<file path="config.mk">
export PLATFORM = sky130hd
export DESIGN_NAME = scg_top
export DESIGN_NICKNAME = d
export VERILOG_FILES = /design/src/logic/scg_pkg.sv /design/src/logic/scg_divider.sv /design/src/logic/scg_top.sv
export SDC_FILE = /design/constraint.sdc
export NUM_CORES = 1
export LEC_CHECK = 0
export BUFFER_PORTS_ARGS = -buffer_cell sky130_fd_sc_hd__buf_2
export CAP_MARGIN = 5
export CORE_MARGIN = 4
export CORE_UTILIZATION = 44
export DETAILED_ROUTE_END_ITERATION = 8
export PLACE_DENSITY = 0.79
export SLEW_MARGIN = 0
export SYNTH_ARGS = -nofsm -noshare
export SYNTH_HDL_FRONTEND = slang
export SYNTH_HIERARCHICAL = 1
export SYNTH_SLANG_ARGS = --single-unit
</file>
<file path="constraint.sdc">
create_clock -name clk_i -period 2.3 [get_ports clk_i]
set_clock_uncertainty 0.15 [all_clocks]
set_input_delay 0.345 -clock clk_i [delete_from_list [all_inputs] [get_ports clk_i]]
set_output_delay 0.345 -clock clk_i [all_outputs]
set_load 0.02 [all_outputs]
</file>
<file path="src/logic/scg_pkg.sv">
// constants of the system clock select and gating block
package scg_pkg;
   // register byte addresses
   localparam logic [31:0] SCG_BASE          = 32'h4004_8000;
   localparam logic [31:0] SCG_OFF_PLL_CHOICE = 32'h4004_8040;
   localparam logic [31:0] SCG_OFF_PLL_UPDATE = 32'h4004_8044;
   localparam logic [31:0] SCG_OFF_MAIN_CHOICE = 32'h4004_8070;
   localparam logic [31:0] SCG_OFF_MAIN_UPDATE = 32'h4004_8074;
   localparam logic [31:0] SCG_OFF_SYS_DIV    = 32'h4004_8078;
   localparam logic [31:0] SCG_OFF_GATES      = 32'h4004_8080;

   // field positions and widths
   localparam int SCG_SEL_LSB    = 0;
   localparam int SCG_SEL_W      = 2;
   localparam int SCG_UPD_BIT    = 0;
   localparam int SCG_DIV_LSB    = 0;
   localparam int SCG_DIV_W      = 8;
   localparam int SCG_GATE_SYS   = 0;
   localparam int SCG_GATE_ROM   = 1;
   localparam int SCG_GATE_RAM   = 2;
   localparam int SCG_GATE_FLASH = 3;
   localparam int SCG_GATE_W     = 4;

   // reset values
   localparam logic [1:0] SCG_PLL_CHOICE_RST  = 2'h0;
   localparam logic       SCG_UPDATE_RST      = 1'b0;
   localparam logic [1:0] SCG_MAIN_CHOICE_RST = 2'h0;
   localparam logic [7:0] SCG_SYS_DIV_RST     = 8'h01;
   localparam logic [3:1] SCG_GATES_RST       = 3'h7;

   // source codes
   localparam logic [1:0] SCG_PLL_SRC_RC     = 2'h0;
   localparam logic [1:0] SCG_PLL_SRC_SYSOSC = 2'h1;
   localparam logic [1:0] SCG_MAIN_SRC_RC    = 2'h0;
   localparam logic [1:0] SCG_MAIN_SRC_PLLIN = 2'h1;
   localparam logic [1:0] SCG_MAIN_SRC_WD    = 2'h2;
   localparam logic [1:0] SCG_MAIN_SRC_PLLOUT = 2'h3;
endpackage

</file>
<file path="src/logic/scg_divider.sv">
// main clock to system clock divider, tick based, period-aligned
`timescale 1ns/1ps
`default_nettype none
module scg_divider
   import scg_pkg::*;
#(
   parameter int              W     = SCG_DIV_W,
   parameter logic [W-1:0]    RST_N = W'(SCG_SYS_DIV_RST)
) (
   input  wire logic         clk_i,
   input  wire logic         rst_i,
   input  wire logic         tick_i,
   input  wire logic [W-1:0] div_i,
   output logic              tick_o
);
   typedef struct packed {
      logic [W-1:0] cnt;
      logic [W-1:0] active;
      logic         tick;
   } scg_div_s;

   scg_div_s st;
   scg_div_s next_st;

   always_comb begin
      next_st = st;
      next_st.tick = 1'b0;
      if (st.active == '0) begin
         // stopped: no tick at all, pick up a new ratio at once
         next_st.cnt = '0;
         next_st.active = div_i;
      end else if (tick_i) begin
         if (st.cnt == W'(st.active - 1'b1)) begin
            // new ratio only at a period boundary, no short phase
            next_st.tick = 1'b1;
            next_st.cnt = '0;
            next_st.active = div_i;
         end else begin
            next_st.cnt = W'(st.cnt + 1'b1);
         end
      end
   end

   always_ff @(posedge clk_i) begin
      if (rst_i) begin
         st.cnt <= '0;
         st.active <= RST_N;
         st.tick <= 1'b0;
      end else begin
         st <= next_st;
      end
   end

   assign tick_o = st.tick;
endmodule
`default_nettype wire

</file>
<file path="src/logic/scg_top.sv">
// clock source selection, system clock divider and block clock gates
//
// Added by the designer: the Wishbone slave port.
`timescale 1ns/1ps
`default_nettype none
module scg_top
   import scg_pkg::*;
#(
   parameter int DIV_W = SCG_DIV_W
) (
   input  wire logic        clk_i,
   input  wire logic        rst_i,
   // classic wishbone slave
   input  wire logic        wb_cyc_i,
   input  wire logic        wb_stb_i,
   input  wire logic        wb_we_i,
   input  wire logic [31:0] wb_adr_i,
   input  wire logic [3:0]  wb_sel_i,
   input  wire logic [31:0] wb_dat_i,
   output logic [31:0]      wb_dat_o,
   output logic             wb_ack_o,
   // rising-edge ticks of the source clocks
   input  wire logic        rc_osc_tick_i,
   input  wire logic        sys_osc_tick_i,
   input  wire logic        wd_osc_tick_i,
   input  wire logic        pll_out_tick_i,
   // applied selections
   output logic [1:0]       pll_src_o,
   output logic [1:0]       main_src_o,
   // derived clock ticks
   output logic             pll_in_tick_o,
   output logic             main_tick_o,
   output logic             sys_tick_o,
   output logic             core_tick_o,
   output logic             rom_tick_o,
   output logic             ram_tick_o,
   output logic             flash_reg_tick_o
);
   typedef struct packed {
      logic [1:0]       pll_input_choice;
      logic             pll_update_request_bit;
      logic [1:0]       pll_src;
      logic [1:0]       main_clock_choice;
      logic             main_update_request_bit;
      logic [1:0]       main_src;
      logic [DIV_W-1:0] system_clock_divider;
      logic [3:1]       block_clock_gates;
      logic             ack;
      logic [31:0]      dat;
      logic             pll_in_tick;
      logic             main_tick;
      logic             core_tick;
      logic             rom_tick;
      logic             ram_tick;
      logic             flash_reg_tick;
   } scg_state_s;

   scg_state_s st;
   scg_state_s next_st;
   logic       sys_tick;

   // read value of one register, zero for reserved bits and holes
   function automatic logic [31:0] rd_word(input logic [31:0] adr,
                                           input scg_state_s s);
      logic [31:0] w;
      w = 32'h0000_0000;
      case (adr)
         SCG_OFF_PLL_CHOICE:  w[SCG_SEL_LSB +: SCG_SEL_W] =
                                 s.pll_input_choice;
         SCG_OFF_PLL_UPDATE:  w[SCG_UPD_BIT] = s.pll_update_request_bit;
         SCG_OFF_MAIN_CHOICE: w[SCG_SEL_LSB +: SCG_SEL_W] =
                                 s.main_clock_choice;
         SCG_OFF_MAIN_UPDATE: w[SCG_UPD_BIT] = s.main_update_request_bit;
         SCG_OFF_SYS_DIV:     w[SCG_DIV_LSB +: DIV_W] =
                                 s.system_clock_divider;
         SCG_OFF_GATES: begin
            w[SCG_GATE_SYS] = 1'b1;
            w[SCG_GATE_FLASH:SCG_GATE_ROM] = s.block_clock_gates;
         end
         default: w = 32'h0000_0000;
      endcase
      return w;
   endfunction

   // source tick for a main clock code
   function automatic logic main_pick(input logic [1:0] code,
                                      input logic pll_in,
                                      input logic rc,
                                      input logic wd,
                                      input logic pll_out);
      logic t;
      t = 1'b0;
      case (code)
         SCG_MAIN_SRC_RC:     t = rc;
         SCG_MAIN_SRC_PLLIN:  t = pll_in;
         SCG_MAIN_SRC_WD:     t = wd;
         SCG_MAIN_SRC_PLLOUT: t = pll_out;
         default:             t = 1'b0;
      endcase
      return t;
   endfunction

   logic req;
   logic wr0;

   always_comb begin
      req = wb_cyc_i && wb_stb_i && !st.ack;
      // only byte lane 0 carries fields
      wr0 = req && wb_we_i && wb_sel_i[0];
      next_st = st;
      next_st.ack = req;
      next_st.dat = 32'h0000_0000;
      if (req && !wb_we_i) begin
         next_st.dat = rd_word(wb_adr_i, st);
      end

      if (wr0) begin
         case (wb_adr_i)
            SCG_OFF_PLL_CHOICE: begin
               // stored only; the running input is unchanged
               next_st.pll_input_choice =
                  wb_dat_i[SCG_SEL_LSB +: SCG_SEL_W];
            end
            SCG_OFF_PLL_UPDATE: begin
               next_st.pll_update_request_bit =
                  wb_dat_i[SCG_UPD_BIT];
               if (!st.pll_update_request_bit &&
                   wb_dat_i[SCG_UPD_BIT]) begin
                  next_st.pll_src = st.pll_input_choice;
               end
            end
            SCG_OFF_MAIN_CHOICE: begin
               next_st.main_clock_choice =
                  wb_dat_i[SCG_SEL_LSB +: SCG_SEL_W];
            end
            SCG_OFF_MAIN_UPDATE: begin
               next_st.main_update_request_bit =
                  wb_dat_i[SCG_UPD_BIT];
               if (!st.main_update_request_bit &&
                   wb_dat_i[SCG_UPD_BIT]) begin
                  next_st.main_src = st.main_clock_choice;
               end
            end
            SCG_OFF_SYS_DIV: begin
               next_st.system_clock_divider =
                  wb_dat_i[SCG_DIV_LSB +: DIV_W];
            end
            SCG_OFF_GATES: begin
               // bit 0 is read only and not stored
               next_st.block_clock_gates =
                  wb_dat_i[SCG_GATE_FLASH:SCG_GATE_ROM];
            end
            default: ;
         endcase
      end

      // reserved input codes give no clock at all
      case (st.pll_src)
         SCG_PLL_SRC_RC:     next_st.pll_in_tick = rc_osc_tick_i;
         SCG_PLL_SRC_SYSOSC: next_st.pll_in_tick = sys_osc_tick_i;
         default:            next_st.pll_in_tick = 1'b0;
      endcase

      // whole source edges only are forwarded, so a switch between
      // ticks never cuts a phase short
      next_st.main_tick = main_pick(st.main_src, st.pll_in_tick,
                                    rc_osc_tick_i, wd_osc_tick_i,
                                    pll_out_tick_i);

      // gates act on whole system ticks
      next_st.core_tick = sys_tick;
      next_st.rom_tick = sys_tick &&
                         st.block_clock_gates[SCG_GATE_ROM];
      next_st.ram_tick = sys_tick &&
                         st.block_clock_gates[SCG_GATE_RAM];
      next_st.flash_reg_tick = sys_tick &&
                         st.block_clock_gates[SCG_GATE_FLASH];
   end

   always_ff @(posedge clk_i) begin
      if (rst_i) begin
         st.pll_input_choice <= SCG_PLL_CHOICE_RST;
         st.pll_update_request_bit <= SCG_UPDATE_RST;
         st.pll_src <= SCG_PLL_CHOICE_RST;
         st.main_clock_choice <= SCG_MAIN_CHOICE_RST;
         st.main_update_request_bit <= SCG_UPDATE_RST;
         st.main_src <= SCG_MAIN_CHOICE_RST;
         st.system_clock_divider <= DIV_W'(SCG_SYS_DIV_RST);
         st.block_clock_gates <= SCG_GATES_RST;
         st.ack <= 1'b0;
         st.dat <= 32'h0000_0000;
         st.pll_in_tick <= 1'b0;
         st.main_tick <= 1'b0;
         st.core_tick <= 1'b0;
         st.rom_tick <= 1'b0;
         st.ram_tick <= 1'b0;
         st.flash_reg_tick <= 1'b0;
      end else begin
         st <= next_st;
      end
   end

   scg_divider #(
      .W     (DIV_W),
      .RST_N (DIV_W'(SCG_SYS_DIV_RST))
   ) u_div (
      .clk_i  (clk_i),
      .rst_i  (rst_i),
      .tick_i (st.main_tick),
      .div_i  (st.system_clock_divider),
      .tick_o (sys_tick)
   );

   assign wb_dat_o = st.dat;
   assign wb_ack_o = st.ack;
   assign pll_src_o = st.pll_src;
   assign main_src_o = st.main_src;
   assign pll_in_tick_o = st.pll_in_tick;
   assign main_tick_o = st.main_tick;
   assign sys_tick_o = sys_tick;
   assign core_tick_o = st.core_tick;
   assign rom_tick_o = st.rom_tick;
   assign ram_tick_o = st.ram_tick;
   assign flash_reg_tick_o = st.flash_reg_tick;
endmodule
`default_nettype wire

</file>
=== Word level (Yosys, flattened, before mapping) ===
Cells that the tools add are included.

* Bits in registers: 77
* Input port bits: 77
* Output and inout bits: 44
* Word-level logic and storage cells: 78

* $add $sub $neg: 2
* Eq/ne operators: 11
* Multiplexer cells: 9
* Bitwise operators: 3
* Reductions and logical operators: 32

{| class="wikitable"
|+ Operator list
! cell !! number
|-
| $eq 32x31->1 const B || 6
|-
| $mux 9 || 2
|-
| $mux 8 || 2
|-
| $reduce_and 2->1 || 7
|-
| $logic_and 1x1->1 || 10
|-
| $add 8x1->8 const B || 1
|-
| $eq 8x8->1 || 1
|-
| $logic_not 8->1 || 1
|-
| $pmux 1 s4 || 2
|-
| $sub 8x1->8 const B || 1
|-
| $pmux 1 s6 || 1
|-
| $reduce_and 3->1 || 2
|-
| $reduce_or 3->1 || 2
|-
| $eq 2x1->1 const B || 2
|-
| $eq 2x2->1 const B || 2
|-
| $logic_not 1->1 || 4
|-
| $logic_not 2->1 || 2
|-
| $pmux 2 s2 || 1
|-
| $reduce_bool 2->1 || 2
|-
| $reduce_or 2->1 || 2
|-
| $not 1->1 || 3
|-
| $pmux 1 s2 || 1
|}

=== Logic depth before layout (Yosys ltp) ===
* Word-level depth: 5
* Gate-level depth with buffers: 10
* Gate-level depth less buffers: 8

=== Cells and area by module ===
The synthesis kept the hierarchy.

{| class="wikitable"
|+ Modules (own cells, without submodules)
! module !! instances !! cells each !! area each (um2) !! sequential area each (um2)
|-
| scg_top || 1 || 215 || 1,969.4 || 720.7
|-
| scg_divider || 1 || 116 || 1,007.2 || 340.3
|}

=== Worst setup path before layout ===
Ideal clock, no wire load.

* Kind: reg-to-reg
* Start point: reg u_div/st[1] in the netlist's numbering
* End point: reg u_div/st[8] in the netlist's numbering
* Setup time: 0.136 ns
* Data arrival time: 1.928 ns
* Data required time: 2.014 ns
* Slack: 0.086 ns
* Cell stages (with the launch flop): 10
* Buffers on the path: 1
* Period minus slack after synthesis: 2.214 ns
* Cell sequence: dfxtp_1 inv_1 ha_1 nor3b_1 xnor2_1 nand3_1 or3_1 buf_2 nor3_1 o32ai_1

* Longest elaborated chain between the ends: 4
* Elaborated cells between the ends (all ways): 7
* Classes of those cells: add/sub: 1; eq/ne: 1; mux: 1; reduce/logical: 4

{| class="wikitable"
|+ RTL lines
! item !! RTL line !! RTL
|-
| start, declared || scg_divider.sv:22 || <nowiki>scg_div_s st;</nowiki>
|-
| start signal, assigned || scg_divider.sv:50 || <nowiki>st <= next_st;</nowiki>
|-
| $sub 8x1->8 || scg_divider.sv:33 || <nowiki>if (st.cnt == W'(st.active - 1'b1)) begin</nowiki>
|-
| $eq 8x8->1 || scg_divider.sv:33 ||
|-
| $reduce_bool 2->1 (no source line) || - ||
|-
| $reduce_and 2->1 (no source line) || - ||
|}

Parallel ways exist; a longest one is shown, timed or not.
A chain may end at the register's enable or synchronous reset.

=== Worst setup path after layout ===
* Start point: reg u_div/st[3] in the netlist's numbering
* End point: reg u_div/st[8] in the netlist's numbering

Same word-level chain as after synthesis.

==> impl_metrics.tcl <==
set metrics [dict create \
    outcome "complete, no violations" \
    crit_fanout 5 \
    synthFlopType "dfxtp_1" \
    maxCapViolCount 0 \
    cp.required_ps 2330 \
    cts_inserted_buffers 5 \
    synth_area_sq_mm 0.00298 \
    n_antenna_cell 0 \
    synth_edf_count 0 \
    leakage_nw 1.41 \
    place_ws_ps 24.4 \
    yosysSeqAreaShare_pct 35.6 \
    groute.usage.overall_pct 16.8 \
    worst_pin_slew_ps 533 \
    start_kind "flop" \
    clk_latency_ps 310 \
    grt_pass1_wl_um 11600 \
    wl_per_cell_um 15.1 \
    peakVddDrop_uv 225 \
    cts_setup_buffers 0 \
    rsz0062_at_grt "true" \
    ant_nets 0 \
    grt-ovfl-total 0 \
    synth.ff_latch_count 53 \
    synth.avg_cell_area_sq_um 8.99 \
    drv_slew 0 \
    post-route-period-util_pct 97.8 \
    finalHoldViolCount 0 \
    seqCellArea_sq_mm 0.00106 \
    drtIter0Drc 150 \
    cts_root_buffer "clkbuf_8" \
    slew_headroom_pct 64.4 \
    setup_slack_ps 50.3 \
    port_buffers 69 \
    setup_viol 0 \
    die_height_um 90.3 \
    first_global_vias 2629 \
    end_kind "flop" \
    die-area_sq_mm 0.00815 \
    clock_sinks 53 \
    nNetsFinal 470 \
    wl_um 7070 \
    hpwl_um 5280 \
    chipWidth_um 90.3 \
    grt_max_degree 33 \
    cp_slowest_cell "dfxtp_1" \
    fmax_mhz 445 \
    p_per_area_mw_per_mm2 491 \
    fp.coreArea_sq_mm 0.00646 \
    drive_gt1_share_pct 27.6 \
    multi_input_area_sq_mm 0.00162 \
    antenna_found_initial 0 \
    synthArstFlopShare_pct 0 \
    path_clk_slew_ps 110 \
    critPathMaxStageDelay_ps 360 \
    ctsHoldBuffers 0 \
    critical_path.n_buffers_inverters 3 \
    clk_path_buf_depth 2 \
    num_vias 2634 \
    firstDrtPassIters 4 \
    criticalPathCategory "flop to flop" \
    routed_via_density 5.63 \
    crit_arrival_ps 2280 \
    nFillCells 591 \
    synth.distinct_cells 56 \
    num_rows 29 \
    hp-class "primary input to flop" \
    worstPathCellList "buf_4 -> nor3_2 -> a41oi_1 -> a32oi_1 -> a21oi_1 -> buf_4 -> nor3_1 -> buf_4 -> o32ai_1" \
    yosys_warnings 6 \
    routabilityCongestion 0.894 \
    cts_tree "built" \
    htreeDepth 2 \
    area_growth_syn_to_layout_pct 12.9 \
    synthCells 331 \
    finalWorstPathRequiredPeriod_ps 2250 \
    cpMostUsedCell "buf_4" \
    cpLargestDelayFamily "compound AO/OA/AOI/OAI gates" \
    drc 0 \
    start_util_pct 46.1 \
    io_pins 121 \
    total_power_mw 1.65 \
]
-- Yosys cell counts, types with 2 or more instances --
cell      instances  area share (%)
a21oi_1          23             3.9
a22oi_1           4             1.0
a31oi_1           5             1.1
and2_1            8             1.7
and3_1            7             1.5
and4_1            4             1.2
and4b_1           3             1.0
buf_2             8             1.3
buf_4            37             9.3
buf_6             3             1.1
clkbuf_1          7            0.88
dfxtp_1          53              36
ha_1              3             1.3
inv_1             6            0.76
mux2i_1           8             2.7
nand2_1           9             1.1
nand2b_1         12             2.5
nand3_1           2            0.34
nand3b_1          2            0.50
nand4_1          24             5.0
nand4b_1          3            0.88
nor2_1           13             1.6
nor2b_1           2            0.42
nor3_1           10             1.7
nor3_2            2            0.67
nor4_1            9             1.9
nor4_2            2            0.84
nor4b_2           2             1.0
o21ai_1           4            0.67
o31ai_1          16             4.0
or4b_4            2            0.92
xnor2_1           5             1.5
xor2_1           10             2.9
-- worst paths after layout --
check | from | to | slack [ps] | depth (start not counted)
worst max-delay path | u_div/st[3] | u_div/st[8] | 50 | 9
worst min-delay path | wb_dat_i[4] | st[46] | 130 | 3
worst max register to register | u_div/st[3] | u_div/st[8] | 50 | 9
worst min register to register | pll_src_o[1] | pll_in_tick_o | 320 | 1
-- routing by layer --
metal / share of wire [%] / vias to the layer above / track usage [%]
li1: - / 1290 / -
met1: 40 / 1222 / 19.3
met2: 52 / 111 / 30.7
met3: 6.2 / 11 / 3.08
met4: 1.8 / 0 / 6.38
met5: 0 / - / 0
-- area by class of cell --
| class | count | area share (%) |
|---|---|---|
| multi-input combinational | 239 | 48.1 |
| sequential | 53 | 31.6 |
| timing repair buffer | 85 | 13.8 |
| tap | 77 | 2.87 |
| clock buffer | 5 | 2.05 |
| clock inverter | 3 | 0.856 |
| inverter | 6 | 0.670 |
-- layout by cell type, fill, tap and decap left out, drive strengths merged, types with 2 or more instances in the layout --
master  instances
buf            85
dfxtp          53
nand4          24
conb           24
a21oi          23
o31ai          16
nor2           13
nand2b         12
nor3           12
nor4           11
xor2           10
nand2           9
mux2i           8
and2            8
inv             8
and3            7
a31oi           5
clkbuf          5
xnor2           5
o21ai           5
and4            4
a22oi           4
nor4b           4
and4b           3
nand4b          3
ha              3
nand3b          2
nor2b           2
or4b            2
nand3           2
-- kinds of logic after synthesis --
kind of cell | Yosys count | share of synthesized area, %
and+or+nand+nor | 124 | 27.6
AOI/OAI and AO/OA | 64 | 14.0
buffers and inverters | 62 | 13.6
DFF | 53 | 35.6
xor gates and xnor gates | 15 | 4.41
muxes | 9 | 3.45
adders and majority gates | 3 | 1.26
other | 1 | 0.126
-- stage by stage --
step | hold WS (ps) | TNS, ps | area [sq um] | util [%] | cells
2_1_floorplan | 276 | 0 | 3060 | - | 354
3_3_place_gp | 306 | 0 | 3240 | 50.2 | 460
3_5_place_dp | 303 | 0 | 3240 | 50.2 | 460
4_1_cts | 124 | 0 | 3340 | 51.7 | 468
5_1_grt | 133 | -393 | 3360 | 52.0 | 468
6_report | 130 | 0 | 3360 | 52.0 | 468
-- tightest hold or removal path: stages --
cell	delay (ps)
buf_2	100
nand4_1	60
a21oi_1	60
-- timing repair --
item / 4_1_cts / 5_1_grt
endpoints found under the setup margin: 4 / 8
hold endpoints to repair: 0 / 0
resized for setup: 1 / 3
pin swaps: 0 / 0
-- report_power, final --
part	leakage [nW]	total, mW	switching [mW]	internal, mW
registers	0.428	0.925	0.00267	0.922
clock network	0.0506	0.568	0.340	0.228
logic	0.932	0.157	0.0984	0.0588
-- state kept, by name, summed over array words and instances, names as in the netlist --
signal and cells:
rom_tick_o 1, u_div/tick_o 1, st 17, core_tick_o 1, main_tick_o 1, pll_in_tick_o 1
pll_src_o 2, main_src_o 2, flash_reg_tick_o 1, wb_ack_o 1, wb_dat_o 8, ram_tick_o 1
u_div/st 16
Note: power is estimated with default switching activity, not from simulation.
